$ cat config.mk
export PLATFORM = sky130hd
export DESIGN_NAME = dspg_gate
export DESIGN_NICKNAME = d
export VERILOG_FILES = /design/src/logic/dspg_gate.v /design/src/logic/dspg_enable_sync.v
export VERILOG_INCLUDE_DIRS = /design/src /design/src/logic
export SDC_FILE = /design/constraint.sdc
export NUM_CORES = 1
export LEC_CHECK = 0
export ABC_AREA = 1
export ABC_CLOCK_PERIOD_IN_PS = 1500
export BUFFER_PORTS_ARGS = -buffer_cell sky130_fd_sc_hd__buf_2
export CAP_MARGIN = 20
export CORE_UTILIZATION = 45
export CTS_CLUSTER_DIAMETER = 150
export DETAILED_ROUTE_END_ITERATION = 7
export GPL_ROUTABILITY_DRIVEN = 0
export PLACE_DENSITY = 0.73
export SYNTH_ARGS = -nofsm -noshare
export SYNTH_HDL_FRONTEND = slang
export SYNTH_HIERARCHICAL = 1
export SYNTH_SLANG_ARGS = --single-unit
$ cat constraint.sdc
create_clock -name clock -period 1.5 [get_ports clock]
set_clock_uncertainty 0.1 [all_clocks]
set_input_delay 0.075 -clock clock [delete_from_list [all_inputs] [get_ports clock]]
set_output_delay 0.075 -clock clock [all_outputs]
set_load 0.01 [all_outputs]
$ cat src/logic/dspg_defs.vh
// Contract
// RQ1 - one enable bit per port, A..H
// RQ2 - unclocked port access answers bus fault
// RQ3 - deep-sleep gating resets to all zeros
// RQ4 - run, sleep, deep-sleep gating registers
// RQ5 - sleep registers apply only with auto-gating
// RQ6 - bits 31:8 read-only, read zero
// RQ7 - deep-sleep gating decoded at offset 0x128
// RQ8 - glitch-free switch of enables on mode change
`ifndef DSPG_DEFS_VH
`define DSPG_DEFS_VH
`define DSPG_RUN_CFG_OFS 12'h060
`define DSPG_RUN_GATE_OFS 12'h108
`define DSPG_SLEEP_GATE_OFS 12'h118
`define DSPG_DEEP_GATE_OFS 12'h128
`define DSPG_IRQ_STAT_OFS 12'h200
`define DSPG_IRQ_MASK_OFS 12'h204
`define DSPG_ACG_BIT 27
`define DSPG_GATE_RESET 8'h00
`define DSPG_CFG_RESET 1'b0
`define DSPG_ZERO32 32'h00000000
`define DSPG_IRQ_FAULT 0
`define DSPG_IRQ_MODE 1
`define DSPG_IRQ_W 2
`define DSPG_MODE_RUN 2'h0
`define DSPG_MODE_SLEEP 2'h1
`define DSPG_MODE_DEEP 2'h2
`endif

$ cat src/logic/dspg_gate.v
// Local design decision: register access over Wishbone.
`timescale 1ns/10ps
`include "dspg_defs.vh"
module dspg_gate #(
   parameter PORTS = 8
) (
   input wire clock,
   input wire reset,
   input wire clock_enable,
   input wire wb_cyc_i,
   input wire wb_stb_i,
   input wire wb_we_i,
   input wire [11:0] wb_adr_i,
   input wire [3:0] wb_sel_i,
   input wire [31:0] wb_dat_i,
   output reg [31:0] wb_dat_o,
   output reg wb_ack_o,
   output reg wb_err_o,
   input wire sleep_req,
   input wire deep_sleep_req,
   input wire port_access,
   input wire [2:0] port_access_sel,
   output reg port_bus_fault,
   output wire [PORTS-1:0] port_clock_enable,
   output reg irq
);
   // -----------------------------
   // state
   // -----------------------------
   reg [PORTS-1:0] run_gate_reg;
   reg [PORTS-1:0] sleep_gate_reg;
   reg [PORTS-1:0] deep_sleep_gate_reg;
   reg auto_gating_select;
   reg [`DSPG_IRQ_W-1:0] irq_stat_reg;
   reg [`DSPG_IRQ_W-1:0] irq_mask_reg;
   reg [1:0] mode_reg;

   // -----------------------------
   // synchroniser stages
   // -----------------------------
   reg sleep_s1;
   reg sleep_s2;
   reg deep_s1;
   reg deep_s2;
   reg acc_s1;
   reg acc_s2;
   reg acc_d;
   reg [2:0] sel_s1;
   reg [2:0] sel_s2;

   // -----------------------------
   // decode and next-state nets
   // -----------------------------
   reg [PORTS-1:0] enable_target;
   reg [1:0] mode_next;
   reg [31:0] rd_data;
   reg hit;
   wire req;
   wire wr;
   wire wr_cfg;
   wire wr_run;
   wire wr_sleep;
   wire wr_deep;
   wire wr_stat;
   wire wr_mask;
   wire access_edge;
   wire fault_event;
   wire mode_event;
   wire [PORTS-1:0] run_next;
   wire [PORTS-1:0] sleep_next;
   wire [PORTS-1:0] deep_next;
   wire [`DSPG_IRQ_W-1:0] mask_next;
   wire [`DSPG_IRQ_W-1:0] stat_clear;
   wire [`DSPG_IRQ_W-1:0] stat_after;
   wire [`DSPG_IRQ_W-1:0] mask_eff;

   function [PORTS-1:0] merge_bytes;
      input [PORTS-1:0] old_val;
      input [31:0] data;
      input [3:0] sel;
      begin
         merge_bytes = sel[0] ? data[PORTS-1:0] : old_val; // RQ1
      end
   endfunction

   function wr_at;
      input en;
      input [11:0] adr;
      input [11:0] ofs;
      begin
         wr_at = en & (adr == ofs);
      end
   endfunction

   function [PORTS-1:0] pick_gate;
      input auto_sel;
      input [PORTS-1:0] mode_gate;
      input [PORTS-1:0] run_gate;
      begin
         pick_gate = auto_sel ? mode_gate : run_gate;
      end
   endfunction

   // -----------------------------
   // wishbone decode
   // -----------------------------
   assign req = wb_cyc_i & wb_stb_i & ~wb_ack_o & ~wb_err_o;
   assign wr = req & wb_we_i & hit;
   assign wr_cfg = wr_at(wr, wb_adr_i, `DSPG_RUN_CFG_OFS);
   assign wr_run = wr_at(wr, wb_adr_i, `DSPG_RUN_GATE_OFS);
   assign wr_sleep = wr_at(wr, wb_adr_i, `DSPG_SLEEP_GATE_OFS);
   assign wr_deep = wr_at(wr, wb_adr_i, `DSPG_DEEP_GATE_OFS); // RQ7
   assign wr_stat = wr_at(wr, wb_adr_i, `DSPG_IRQ_STAT_OFS);
   assign wr_mask = wr_at(wr, wb_adr_i, `DSPG_IRQ_MASK_OFS);
   always @* begin
      hit = 1'b1;
      rd_data = `DSPG_ZERO32; // RQ6
      case (wb_adr_i)
         `DSPG_RUN_CFG_OFS: rd_data[`DSPG_ACG_BIT] = auto_gating_select;
         `DSPG_RUN_GATE_OFS: rd_data[PORTS-1:0] = run_gate_reg; // RQ4
         `DSPG_SLEEP_GATE_OFS: rd_data[PORTS-1:0] = sleep_gate_reg; // RQ4
         `DSPG_DEEP_GATE_OFS: rd_data[PORTS-1:0] = deep_sleep_gate_reg; // RQ7
         `DSPG_IRQ_STAT_OFS: rd_data[`DSPG_IRQ_W-1:0] = irq_stat_reg;
         `DSPG_IRQ_MASK_OFS: rd_data[`DSPG_IRQ_W-1:0] = irq_mask_reg;
         default: hit = 1'b0;
      endcase
   end
   assign run_next = merge_bytes(run_gate_reg, wb_dat_i, wb_sel_i);
   assign sleep_next = merge_bytes(sleep_gate_reg, wb_dat_i, wb_sel_i);
   assign deep_next = merge_bytes(deep_sleep_gate_reg, wb_dat_i, wb_sel_i);
   assign mask_next = wb_sel_i[0] ? wb_dat_i[`DSPG_IRQ_W-1:0] : irq_mask_reg;
   assign stat_clear = (wr_stat && wb_sel_i[0]) ? wb_dat_i[`DSPG_IRQ_W-1:0] :
      {`DSPG_IRQ_W{1'b0}};
   // new mask counts in the same edge, so irq never lags a mask write
   assign mask_eff = wr_mask ? mask_next : irq_mask_reg;
   // set wins over write-one clear
   assign stat_after = (irq_stat_reg & ~stat_clear) | {mode_event, fault_event};

   // -----------------------------
   // mode selection
   // -----------------------------
   always @* begin
      case ({deep_s2, sleep_s2})
         2'b00: mode_next = `DSPG_MODE_RUN;
         2'b01: mode_next = `DSPG_MODE_SLEEP;
         default: mode_next = `DSPG_MODE_DEEP;
      endcase
   end
   always @* begin
      case (mode_reg)
         `DSPG_MODE_SLEEP: enable_target = pick_gate(auto_gating_select, sleep_gate_reg,
            run_gate_reg); // RQ5
         `DSPG_MODE_DEEP: enable_target = pick_gate(auto_gating_select, deep_sleep_gate_reg,
            run_gate_reg); // RQ5
         default: enable_target = run_gate_reg; // RQ4
      endcase
   end
   assign mode_event = (mode_next != mode_reg);

   // -----------------------------
   // port access fault
   // -----------------------------
   assign access_edge = acc_s2 & ~acc_d;
   assign fault_event = access_edge & ~port_clock_enable[sel_s2]; // RQ2

   // -----------------------------
   // pin synchronisers
   // -----------------------------
   always @(posedge clock or posedge reset) begin
      if (reset) begin
         sleep_s1 <= 1'b0;
         sleep_s2 <= 1'b0;
         deep_s1 <= 1'b0;
         deep_s2 <= 1'b0;
         acc_s1 <= 1'b0;
         acc_s2 <= 1'b0;
         acc_d <= 1'b0;
         sel_s1 <= 3'h0;
         sel_s2 <= 3'h0;
      end else if (clock_enable) begin
         sleep_s1 <= sleep_req;
         sleep_s2 <= sleep_s1;
         deep_s1 <= deep_sleep_req;
         deep_s2 <= deep_s1;
         acc_s1 <= port_access;
         acc_s2 <= acc_s1;
         acc_d <= acc_s2;
         sel_s1 <= port_access_sel;
         sel_s2 <= sel_s1;
      end
   end

   // -----------------------------
   // power mode
   // -----------------------------
   always @(posedge clock or posedge reset) begin
      if (reset) begin
         mode_reg <= `DSPG_MODE_RUN;
      end else if (clock_enable) begin
         mode_reg <= mode_next; // RQ8
      end
   end

   // -----------------------------
   // bus response
   // -----------------------------
   always @(posedge clock or posedge reset) begin
      if (reset) begin
         wb_dat_o <= `DSPG_ZERO32;
         wb_ack_o <= 1'b0;
         wb_err_o <= 1'b0;
      end else if (clock_enable) begin
         wb_ack_o <= req & hit;
         wb_err_o <= req & ~hit;
         wb_dat_o <= (req & hit & ~wb_we_i) ? rd_data : `DSPG_ZERO32;
      end
   end

   // -----------------------------
   // gating and configuration registers
   // -----------------------------
   always @(posedge clock or posedge reset) begin
      if (reset) begin
         auto_gating_select <= `DSPG_CFG_RESET;
      end else if (clock_enable) begin
         if (wr_cfg && wb_sel_i[3]) begin
            auto_gating_select <= wb_dat_i[`DSPG_ACG_BIT]; // RQ5
         end
      end
   end

   always @(posedge clock or posedge reset) begin
      if (reset) begin
         run_gate_reg <= `DSPG_GATE_RESET;
      end else if (clock_enable) begin
         if (wr_run) begin
            run_gate_reg <= run_next; // RQ4
         end
      end
   end

   always @(posedge clock or posedge reset) begin
      if (reset) begin
         sleep_gate_reg <= `DSPG_GATE_RESET;
      end else if (clock_enable) begin
         if (wr_sleep) begin
            sleep_gate_reg <= sleep_next; // RQ4
         end
      end
   end

   always @(posedge clock or posedge reset) begin
      if (reset) begin
         deep_sleep_gate_reg <= `DSPG_GATE_RESET; // RQ3
      end else if (clock_enable) begin
         if (wr_deep) begin
            deep_sleep_gate_reg <= deep_next; // RQ7
         end
      end
   end

   always @(posedge clock or posedge reset) begin
      if (reset) begin
         irq_mask_reg <= {`DSPG_IRQ_W{1'b0}};
      end else if (clock_enable) begin
         if (wr_mask) begin
            irq_mask_reg <= mask_next;
         end
      end
   end

   // -----------------------------
   // interrupts
   // -----------------------------
   always @(posedge clock or posedge reset) begin
      if (reset) begin
         irq_stat_reg <= {`DSPG_IRQ_W{1'b0}};
         irq <= 1'b0;
      end else if (clock_enable) begin
         // irq follows the status value written at this same edge
         irq_stat_reg <= stat_after;
         irq <= |(stat_after & mask_eff);
      end
   end

   // -----------------------------
   // fault output
   // -----------------------------
   always @(posedge clock or posedge reset) begin
      if (reset) begin
         port_bus_fault <= 1'b0;
      end else if (clock_enable) begin
         port_bus_fault <= fault_event; // RQ2
      end
   end

   // -----------------------------
   // enable output stage
   // -----------------------------
   dspg_enable_sync #(
      .PORTS(PORTS)
   ) u_sync (
      .clock(clock),
      .reset(reset),
      .clock_enable(clock_enable),
      .enable_target(enable_target),
      .enable_out(port_clock_enable)
   );
endmodule

$ cat src/logic/dspg_enable_sync.v
`timescale 1ns/10ps
`include "dspg_defs.vh"
module dspg_enable_sync #(
   parameter PORTS = 8
) (
   input wire clock,
   input wire reset,
   input wire clock_enable,
   input wire [PORTS-1:0] enable_target,
   output reg [PORTS-1:0] enable_out
);
   // -----------------------------
   // enable retiming
   // -----------------------------
   // enables change only on a clock edge or at the asynchronous reset, so a downstream latch gate sees a clean level
   always @(posedge clock or posedge reset) begin
      if (reset) begin
         enable_out <= {PORTS{1'b0}};
      end else if (clock_enable) begin
         enable_out <= enable_target; // RQ8
      end
   end
endmodule

### Word-level counts from Yosys, hierarchy flattened

Cells that the tools add are included.

* register bits after elaboration: 88
* logic and storage cells: 82
* input bits: 60
* output and inout port bits: 44

* order comparisons: 1
* reduce and logical (&&, ||, !) cells: 9
* mux-type cells: 14
* bitwise logic cells: 26
* equal/unequal tests: 10

Operators with widths (number)
* $eq A12 B9 Y1 const B: 3
* $mux W28: 1
* $eq A12 B10 Y1 const B: 2
* $pmux W6 S3: 1
* $and A1 B1 Y1: 16
* $mux W8: 2
* $pmux W8 S2: 1
* $eq A12 B7 Y1 const B: 1
* $pmux W2 S5: 1
* $reduce_and A3 Y1: 3
* $mux W2: 3
* $not A1 Y1: 6
* $reduce_or A6 Y1: 1
* $and A2 B2 Y2: 2
* $eq A2 B1 Y1 const B: 2
* $lt A3 B4 Y1 const B: 1
* $pmux W2 S2: 1
* $bmux W1 S3: 1
* $mux W1: 3
* $eq A2 B2 Y1 const B: 1
* $logic_and A1 B1 Y1: 2
* $logic_not A2 Y1: 1
* $ne A2 B2 Y1: 1
* $not A2 Y2: 1
* 3 further kinds: 3

### Logic depth before layout (Yosys ltp)

Gate-level depths: netlist of the first run.

* depth after elaboration: 13
* depth in mapped cells: 11
* mapped depth without buffers: 11

### Hierarchy

Netlist of the first run, hierarchy kept.

By module, submodules not included
* dspg_gate: cells an instance 480, instances 1, seq. area each 1426.4 sq um, area an instance 3483.3 sq um
* dspg_enable_sync: cells an instance 35, instances 1, seq. area each 200.2 sq um, area an instance 309.0 sq um

### Worst setup path after synthesis of the first run

Ideal clock, no wire load.

* path type: register -> register
* from: register mode_reg[0]
* to: register u_sync.enable_out[0]
* buffers on the path: 0
* setup time: 0.117 ns
* path slack: -0.045 ns
* clock period less this slack: 1.545 ns
* cell stages (with the launch flop): 9
* required time: 1.283 ns
* data arrival time: 1.328 ns
* path through: dfrtp_1 inv_1 ha_1 inv_1 nand2_1 a21oi_1 o21ai_0 nand2_1 nand2_1

* longest elaborated chain between the ends: 2
* elaborated cells on any way between the ends: 3
* classes of those cells: 2 x eq/ne; 1 x mux

Ends and longest elaborated chain
* start: declaration: RTL line dspg_gate.v:36 `reg [1:0] mode_reg;`
* start signal: assignment: RTL line dspg_gate.v:198 `` mode_reg <= `DSPG_MODE_RUN; ``
* start signal: assignment: RTL line dspg_gate.v:200 `mode_reg <= mode_next;`
* $eq A2 B2 Y1 or $eq A2 B1 Y1 (tied branches)
* $pmux W8 S2 *: RTL line dspg_gate.v:150 `case (mode_reg)`
* via enable_target[0]: RTL line dspg_gate.v:54 `reg [PORTS-1:0] enable_target;`
* end signal: assignment: RTL line dspg_enable_sync.v:18 `enable_out <= {PORTS{1'b0}};`
* end signal: assignment: RTL line dspg_enable_sync.v:20 `enable_out <= enable_target;`
* end: declaration: RTL line dspg_enable_sync.v:10 `output reg [PORTS-1:0] enable_out`

Mark *: on every way through the listed nets, which the timed path passes. The rest lies on a longest branch.
A chain may end at the register's enable or synchronous reset.

### Worst setup path in the final report of the first run

* from: register mode_reg[0]
* to: register u_sync.enable_out[4]

The elaborated chain is that of the path after synthesis.

==> out/summary.txt, run 1 <==
Largest cells by area after synthesis - dfrtp_1 43%, nand2_1 17%, inv_1 6.7%
Die area - 0.00880 mm^2
Hold Fails Final Rpt - 0
Net Switching - 1.19 mW
Max cap viols - 0
Most common cell after layout, fill and taps aside - nand2_1
Maximum clock frequency - 674 MHz
Wire length per cell - 13.0 um
Seq pwr share - 0.428
Fraction of layout cells with a size suffix above 1 - 0.258
CTS max path bufs - 2
Setup TNS - 0 ns
Status - finished clean
Yosys top cell area share - 0.429
RSZ-0062 raised after global routing - true
Fillers - 734
Sequential area share after synthesis - 0.429
Setup ws final - 0.0165 ns
Initial Util - 0.464
Post-place setup slack - -0.0665 ns
Placed inst area - 0.00421 mm^2
Antenna-violating nets left - 0
Remaining DRCs - 0
HP Class - in -> reg
Worst Path Class, Setup - reg -> reg
Cells after Synth - 515
Critical path launch point type - register
Die width - 93.8 um
Combinational share of power - 0.146
Max VDD drop - 462 uV
IO Port Bufs - 55
CTS Sinks - 65
Dpl hpwl - 6.78 mm
Fin area - 0.00483 mm^2
Pins Over Slew Limit - 0
Area growth, synth to finish - 27.4%
Vias post-DR - 3609
R2r setup slk - 0.02 ns
Critical path capture point type - register
P_int - 3.19 mW
R2R cell count - 9
Syn avg cell area - 7.36 um^2
Most frequent cells in the layout - 168 x nand2_1, 65 x dfrtp_1, 58 x inv_1
Pwr Density - 908 mW/mm^2
Final setup viols - 0
Max reg flops - 9
Initial antenna violation count - 0
Total Wirelength - 9.37 mm
Total gr overflow - 0
Clock root buffer - clkbuf_8
Area leader, netlist - dfrtp_1
Core area - 0.00818 mm^2
Sw Ratio - 0.272
Clock network power share - 0.426
Worst Path Required - 1.69 ns
Pre-antenna DRT Iters - 5
DR vias/cell - 5.01
Clock Latency Late Sink - 0.34 ns
RR Startpoint - mode_reg[0]
Cts bufs inserted - 9
Unique masters post-synth - 33
Post-layout min period - 1.48 ns
Vias in the first global route - 3418
Final Util - 0.591
Row count - 33
Mapped cell area - 0.00379 mm^2
Iter 0 DRT Violations - 224
Leak - 2.55 nW
Worst-path clk slew - 0.08 ns
Fin crit share - 0.989
Gr usage total - 0.227
Num ports - 104
Critical path fanouts, max - 6
Hold depth - 6
CTS tree - done
Synthesized flop and latch total - 65
Max H-tree Level - 3
CP arrival - 1.67 ns
First-pass GRT wire length - 15.5 mm
Largest register by flop count - wb_dat_o
Die Ht - 93.8 um
Largest net degree at the start of global routing - 36
FF-to-FF End - u_sync/enable_out[4]
Nets - 673
# diodes - 0
Ys Warns - 6
Hold EP - auto_gating_select
Min-delay src - wb_sel_i[3]
[stage by stage]
stage	std cells	hold WS (ns)	total power, mW
CTS	719	0.0300	4.38
global route	721	0.0763	4.57
floorplan	537	-0.209	2.26
finish	721	0.0536	4.39
detailed placement	683	-0.0350	2.41
global placement	683	-0.0456	2.39
[metal layers]
layer,GRT usage,part of all wire
met1,0.303,0.45
met4,0.108,0.025
met3,0.0356,0.053
met5,0,0
met2,0.360,0.47
[cell families after synthesis]
group	share of synthesized area
simple gates	0.342
buf+inv	0.133
flops	0.429
compound gates	0.0835
xor+xnor	0.00462
fa+ha+maj	0.00660
other cells	0.000989
[layout make-up]
| class | instances | area (um^2) | share of cell area |
|---|---|---|---|
| timing repair buffer | 96 | 647 | 0.134 |
| inverter | 72 | 279 | 0.0577 |
| tap | 105 | 131 | 0.0272 |
| sequential | 65 | 1630 | 0.337 |
| clock inverter | 7 | 124 | 0.0256 |
| clock buffer | 9 | 124 | 0.0256 |
| multi-input combinational | 367 | 1900 | 0.393 |
[Yosys cell counts]
cell type and count:
o22ai_1 9, o2111ai_1 1, xor2_1 1, clkinv_2 1, nand4_4 2, o21ai_1 7
clkbuf_1 6, o21ai_2 1, dfrtp_1 65, buf_2 3, nor3_4 1, nor2_4 3
xnor2_1 1, inv_1 68, conb_1 1, nor2_2 8, nand2_4 1, buf_6 2
ha_1 2, inv_2 3, o211ai_2 1, nand3_2 3, nand4_2 1, nand2_1 169
nand2_2 3, nand3_1 37, a21oi_1 4, nand4_1 18, buf_4 23, nor3_2 1
o21ai_0 35, nor2_1 33, nand3_4 1
[what timing repair did]
action | CTS | global route
cloned | 0 | 1
endpoints found under the setup margin | 8 | 38
hold buffers | 17 | 0
gates resized for setup | 23 | 35
setup buffers | 3 | 1
hold endpoints to repair | 97 | 0
pin swaps | 1 | 13
[critical path, stage by stage (launching register included)]
cell,delay (ns)
dfrtp_1,0.41
inv_1,0.07
ha_2,0.19
inv_2,0.05
buf_6,0.13
o22ai_4,0.14
nand3_2,0.11
o21ai_2,0.08
nand2_1,0.07
nand2_1,0.07
[how the worst max path moves through the flow]
stage | startpoint | to | slack [ns] | cells past startpoint
2_1_floorplan | wb_ack_o | irq | 0.02 | 8
3_3_place_gp | mode_reg[1] | u_sync/enable_out[7] | 0.001 | 8
3_5_place_dp | mode_reg[1] | u_sync/enable_out[0] | -0.07 | 8
4_1_cts | mode_reg[0] | u_sync/enable_out[5] | 0.001 | 9
5_1_grt | wb_err_o | irq | -0.04 | 8
6_report | mode_reg[0] | u_sync/enable_out[4] | 0.02 | 9
[power by group through the flow]
stage / Clock, mW / Combinational [mW] / Sequential, mW
after floorplan: 0 / 0.354 / 1.91
after global placement: 0 / 0.487 / 1.91
after detailed placement: 0 / 0.505 / 1.91
after CTS: 1.91 / 0.601 / 1.88
after global routing: 1.97 / 0.715 / 1.89
final: 1.87 / 0.640 / 1.88
(Power assumes the default switching activity.)
==> run 2, diff against run 1 <==
--- a/config.mk
+++ b/config.mk
@@ -15,6 +15,9 @@
 export DETAILED_ROUTE_END_ITERATION = 7
 export GPL_ROUTABILITY_DRIVEN = 0
 export PLACE_DENSITY = 0.73
+export SETUP_SLACK_MARGIN = 0.2
+export SKIP_CTS_REPAIR_TIMING = 1
+export SKIP_LAST_GASP = 1
 export SYNTH_ARGS = -nofsm -noshare
 export SYNTH_HDL_FRONTEND = slang
 export SYNTH_HIERARCHICAL = 1
==> run 2 against run 1 <==
Effect of this change: the run now ends with DRC, hold timing, setup timing left; sequential power about the same; cell area increased by 1.0%; routed wire length increased by 0.91%; sequential cell count unchanged; critical path depth decreased by 1; cell count decreased by 1.1%; critical path type unchanged; critical endpoint is now u_sync/enable_out[1]; largest cell class unchanged.
==> out/summary.txt, run 2 (synthesized netlist as in run 1, its figures left out) <==
Net Switching - 1.12 mW (was 1.19 mW)
Seq pwr share - 0.452 (was 0.428)
Pins Over Slew Limit - 0 (unchanged)
Maximum clock frequency - 667 MHz (was 674 MHz)
Max cap viols - 0 (unchanged)
Cts bufs inserted - 9 (unchanged)
Num ports - 104 (unchanged)
IO Port Bufs - 55 (unchanged)
Gr usage total - 0.218 (was 0.227)
Status - finished, violations left (was finished clean)
RSZ-0062 raised after global routing - true (unchanged)
Largest net degree at the start of global routing - 58 (was 36)
Setup ws final - -0.000111 ns (was 0.0165 ns)
Clock root buffer - clkbuf_8 (unchanged)
Fin crit share - 1.00 (was 0.989)
Failing checks - DRC, hold timing, setup timing
Initial Util - 0.464 (unchanged)
WP buf/inv - 2 (was 3)
Fillers - 718 (was 734)
Critical path fanouts, max - 8 (was 6)
M3 GR Usage - 0.0445 (was 0.0356)
Hold Fails Final Rpt - 1 (was 0)
Wire length per cell - 13.3 um (was 13.0 um)
CP delay by family, top - flip-flops (unchanged)
CTS Sinks - 65 (unchanged)
Dpl hpwl - 6.78 mm (about the same)
Pre-antenna DRT Iters - 7 (was 5)
Critical path capture point type - register (unchanged)
Vias post-DR - 3608 (was 3609)
CTS tree - done (unchanged)
P_int - 3.05 mW (was 3.19 mW)
Max H-tree Level - 3 (unchanged)
Largest stage delay, worst path - 0.43 ns (was 0.41 ns)
Most numerous cell on the critical path - nand2_1 (unchanged)
Max reg flops - 9 (unchanged)
Final Util - 0.597 (was 0.591)
Post-layout min period - 1.50 ns (was 1.48 ns)
Nets - 665 (was 673)
Die area - 0.00880 mm^2 (unchanged)
Setup TNS - -0.000111 ns (was 0 ns)
Max VDD drop - 436 uV (was 462 uV)
Hold WS - -0.0135 ns (was 0.0536 ns)
Worst Path Required - 1.63 ns (was 1.69 ns)
Critical path launch point type - register (unchanged)
Remaining DRCs - 2 (was 0)
Combinational share of power - 0.153 (was 0.146)
Total Wirelength - 9.46 mm (was 9.37 mm)
Worst Path Class, Setup - reg -> reg (unchanged)
DR vias/cell - 5.06 (was 5.01)
Crit-path slowest cell - dfrtp_1 (unchanged)
Die Ht - 93.8 um (unchanged)
Clock Latency Late Sink - 0.35 ns (was 0.34 ns)
Total gr overflow - 0 (unchanged)
# diodes - 0 (unchanged)
Largest register by flop count - wb_dat_o (unchanged)
Clock network power share - 0.396 (was 0.426)
Worst-path cell chain - inv_2, ha_4, inv_6, nand2_4, a21oi_4, o21ai_1, nand2_1, nand2_1 (was inv_1, ha_2, inv_2, buf_6, o22ai_4, nand3_2, o21ai_2, nand2_1, nand2_1)
Core area - 0.00818 mm^2 (unchanged)
Pwr Density - 856 mW/mm^2 (was 908 mW/mm^2)
Most common cell after layout, fill and taps aside - nand2_1 (unchanged)
CTS max path bufs - 2 (unchanged)
Worst-path clk slew - 0.07 ns (was 0.08 ns)
Vias in the first global route - 3259 (was 3418)
Met2 usage - 0.352 (was 0.360)
GR peak layer - met2 (unchanged)
CP arrival - 1.63 ns (was 1.67 ns)
Leak - 2.53 nW (was 2.55 nW)
Iter 0 DRT Violations - 184 (was 224)
Final setup viols - 1 (was 0)
Area growth, synth to finish - 28.7% (was 27.4%)
Grt met1 use - 0.287 (was 0.303)
Die width - 93.8 um (unchanged)
HP Class - in -> reg (unchanged)
Most frequent cells in the layout - 151 x nand2_1, 63 x dfrtp_1, 58 x inv_1 (was 168 x nand2_1, 65 x dfrtp_1, 58 x inv_1)
Antenna-violating nets left - 0 (unchanged)
Fraction of layout cells with a size suffix above 1 - 0.291 (was 0.258)
First-pass GRT wire length - 14.8 mm (was 15.5 mm)
Initial antenna violation count - 0 (unchanged)
Sw Ratio - 0.269 (was 0.272)
Post-place setup slack - -0.0554 ns (was -0.0665 ns)
Row count - 33 (unchanged)
[run 2: path summary, 6_finish.rpt]
| check | startpoint | to | slack (ns) | cells past startpoint |
|---|---|---|---|---|
| setup / recovery | mode_reg[1] | u_sync/enable_out[1] | -0.0001 | 8 |
| max in group asynchronous | reset | mode_reg[0] | 0.77 | 4 |
| setup reg to reg | mode_reg[1] | u_sync/enable_out[1] | -0.0001 | 8 |
| hold / removal | clock_enable | irq_stat_reg[1] | -0.01 | 3 |
| min in group asynchronous | reset | u_sync/enable_out[6] | 0.14 | 3 |
| hold reg to reg | wb_dat_o[0] | wb_dat_o[0] | 0.38 | 2 |
[run 2: routing by layer]
metal / share of wire / up-vias
met3: 0.053 / 12
met4: 0.012 / 0
met5: 0 / -
met1: 0.44 / 1693
li1: - / 1771
met2: 0.50 / 132
[run 2: layout make-up]
type	instances	area, um^2	share of cell area
inverter	72	298	0.0610
tap	105	131	0.0269
clock inverter	5	78.8	0.0161
clock buffer	11	141	0.0290
timing repair buffer	89	619	0.127
multi-input combinational	366	1980	0.406
sequential	65	1630	0.334
[run 2: tightest hold or removal path: cells and delay by family]
family,cells,cell delay (ns)
AND/OR/NAND/NOR,2,0.13
buffers and inverters,1,0.18
[run 2: power groups by stage]
stage          registers (mW)  logic [mW]  clock network, mW
6_report                 1.89       0.637               1.65
5_1_grt                  1.89       0.712               1.75
2_1_floorplan            1.91       0.376                  0
3_5_place_dp             1.91       0.514                  0
4_1_cts                  1.88       0.515               1.66
3_3_place_gp             1.91       0.496                  0
[run 2: metrics by stage]
stage / hold WS [ns] / cell area [um^2] / total power [mW] / std cells
floorplan: -0.209 / 3910 / 2.28 / 537
global placement: -0.0481 / 4200 / 2.41 / 677
detailed placement: -0.0410 / 4200 / 2.43 / 677
CTS: -0.414 / 4420 / 4.06 / 693
global route: 0.0103 / 4880 / 4.35 / 713
finish: -0.0135 / 4880 / 4.18 / 713
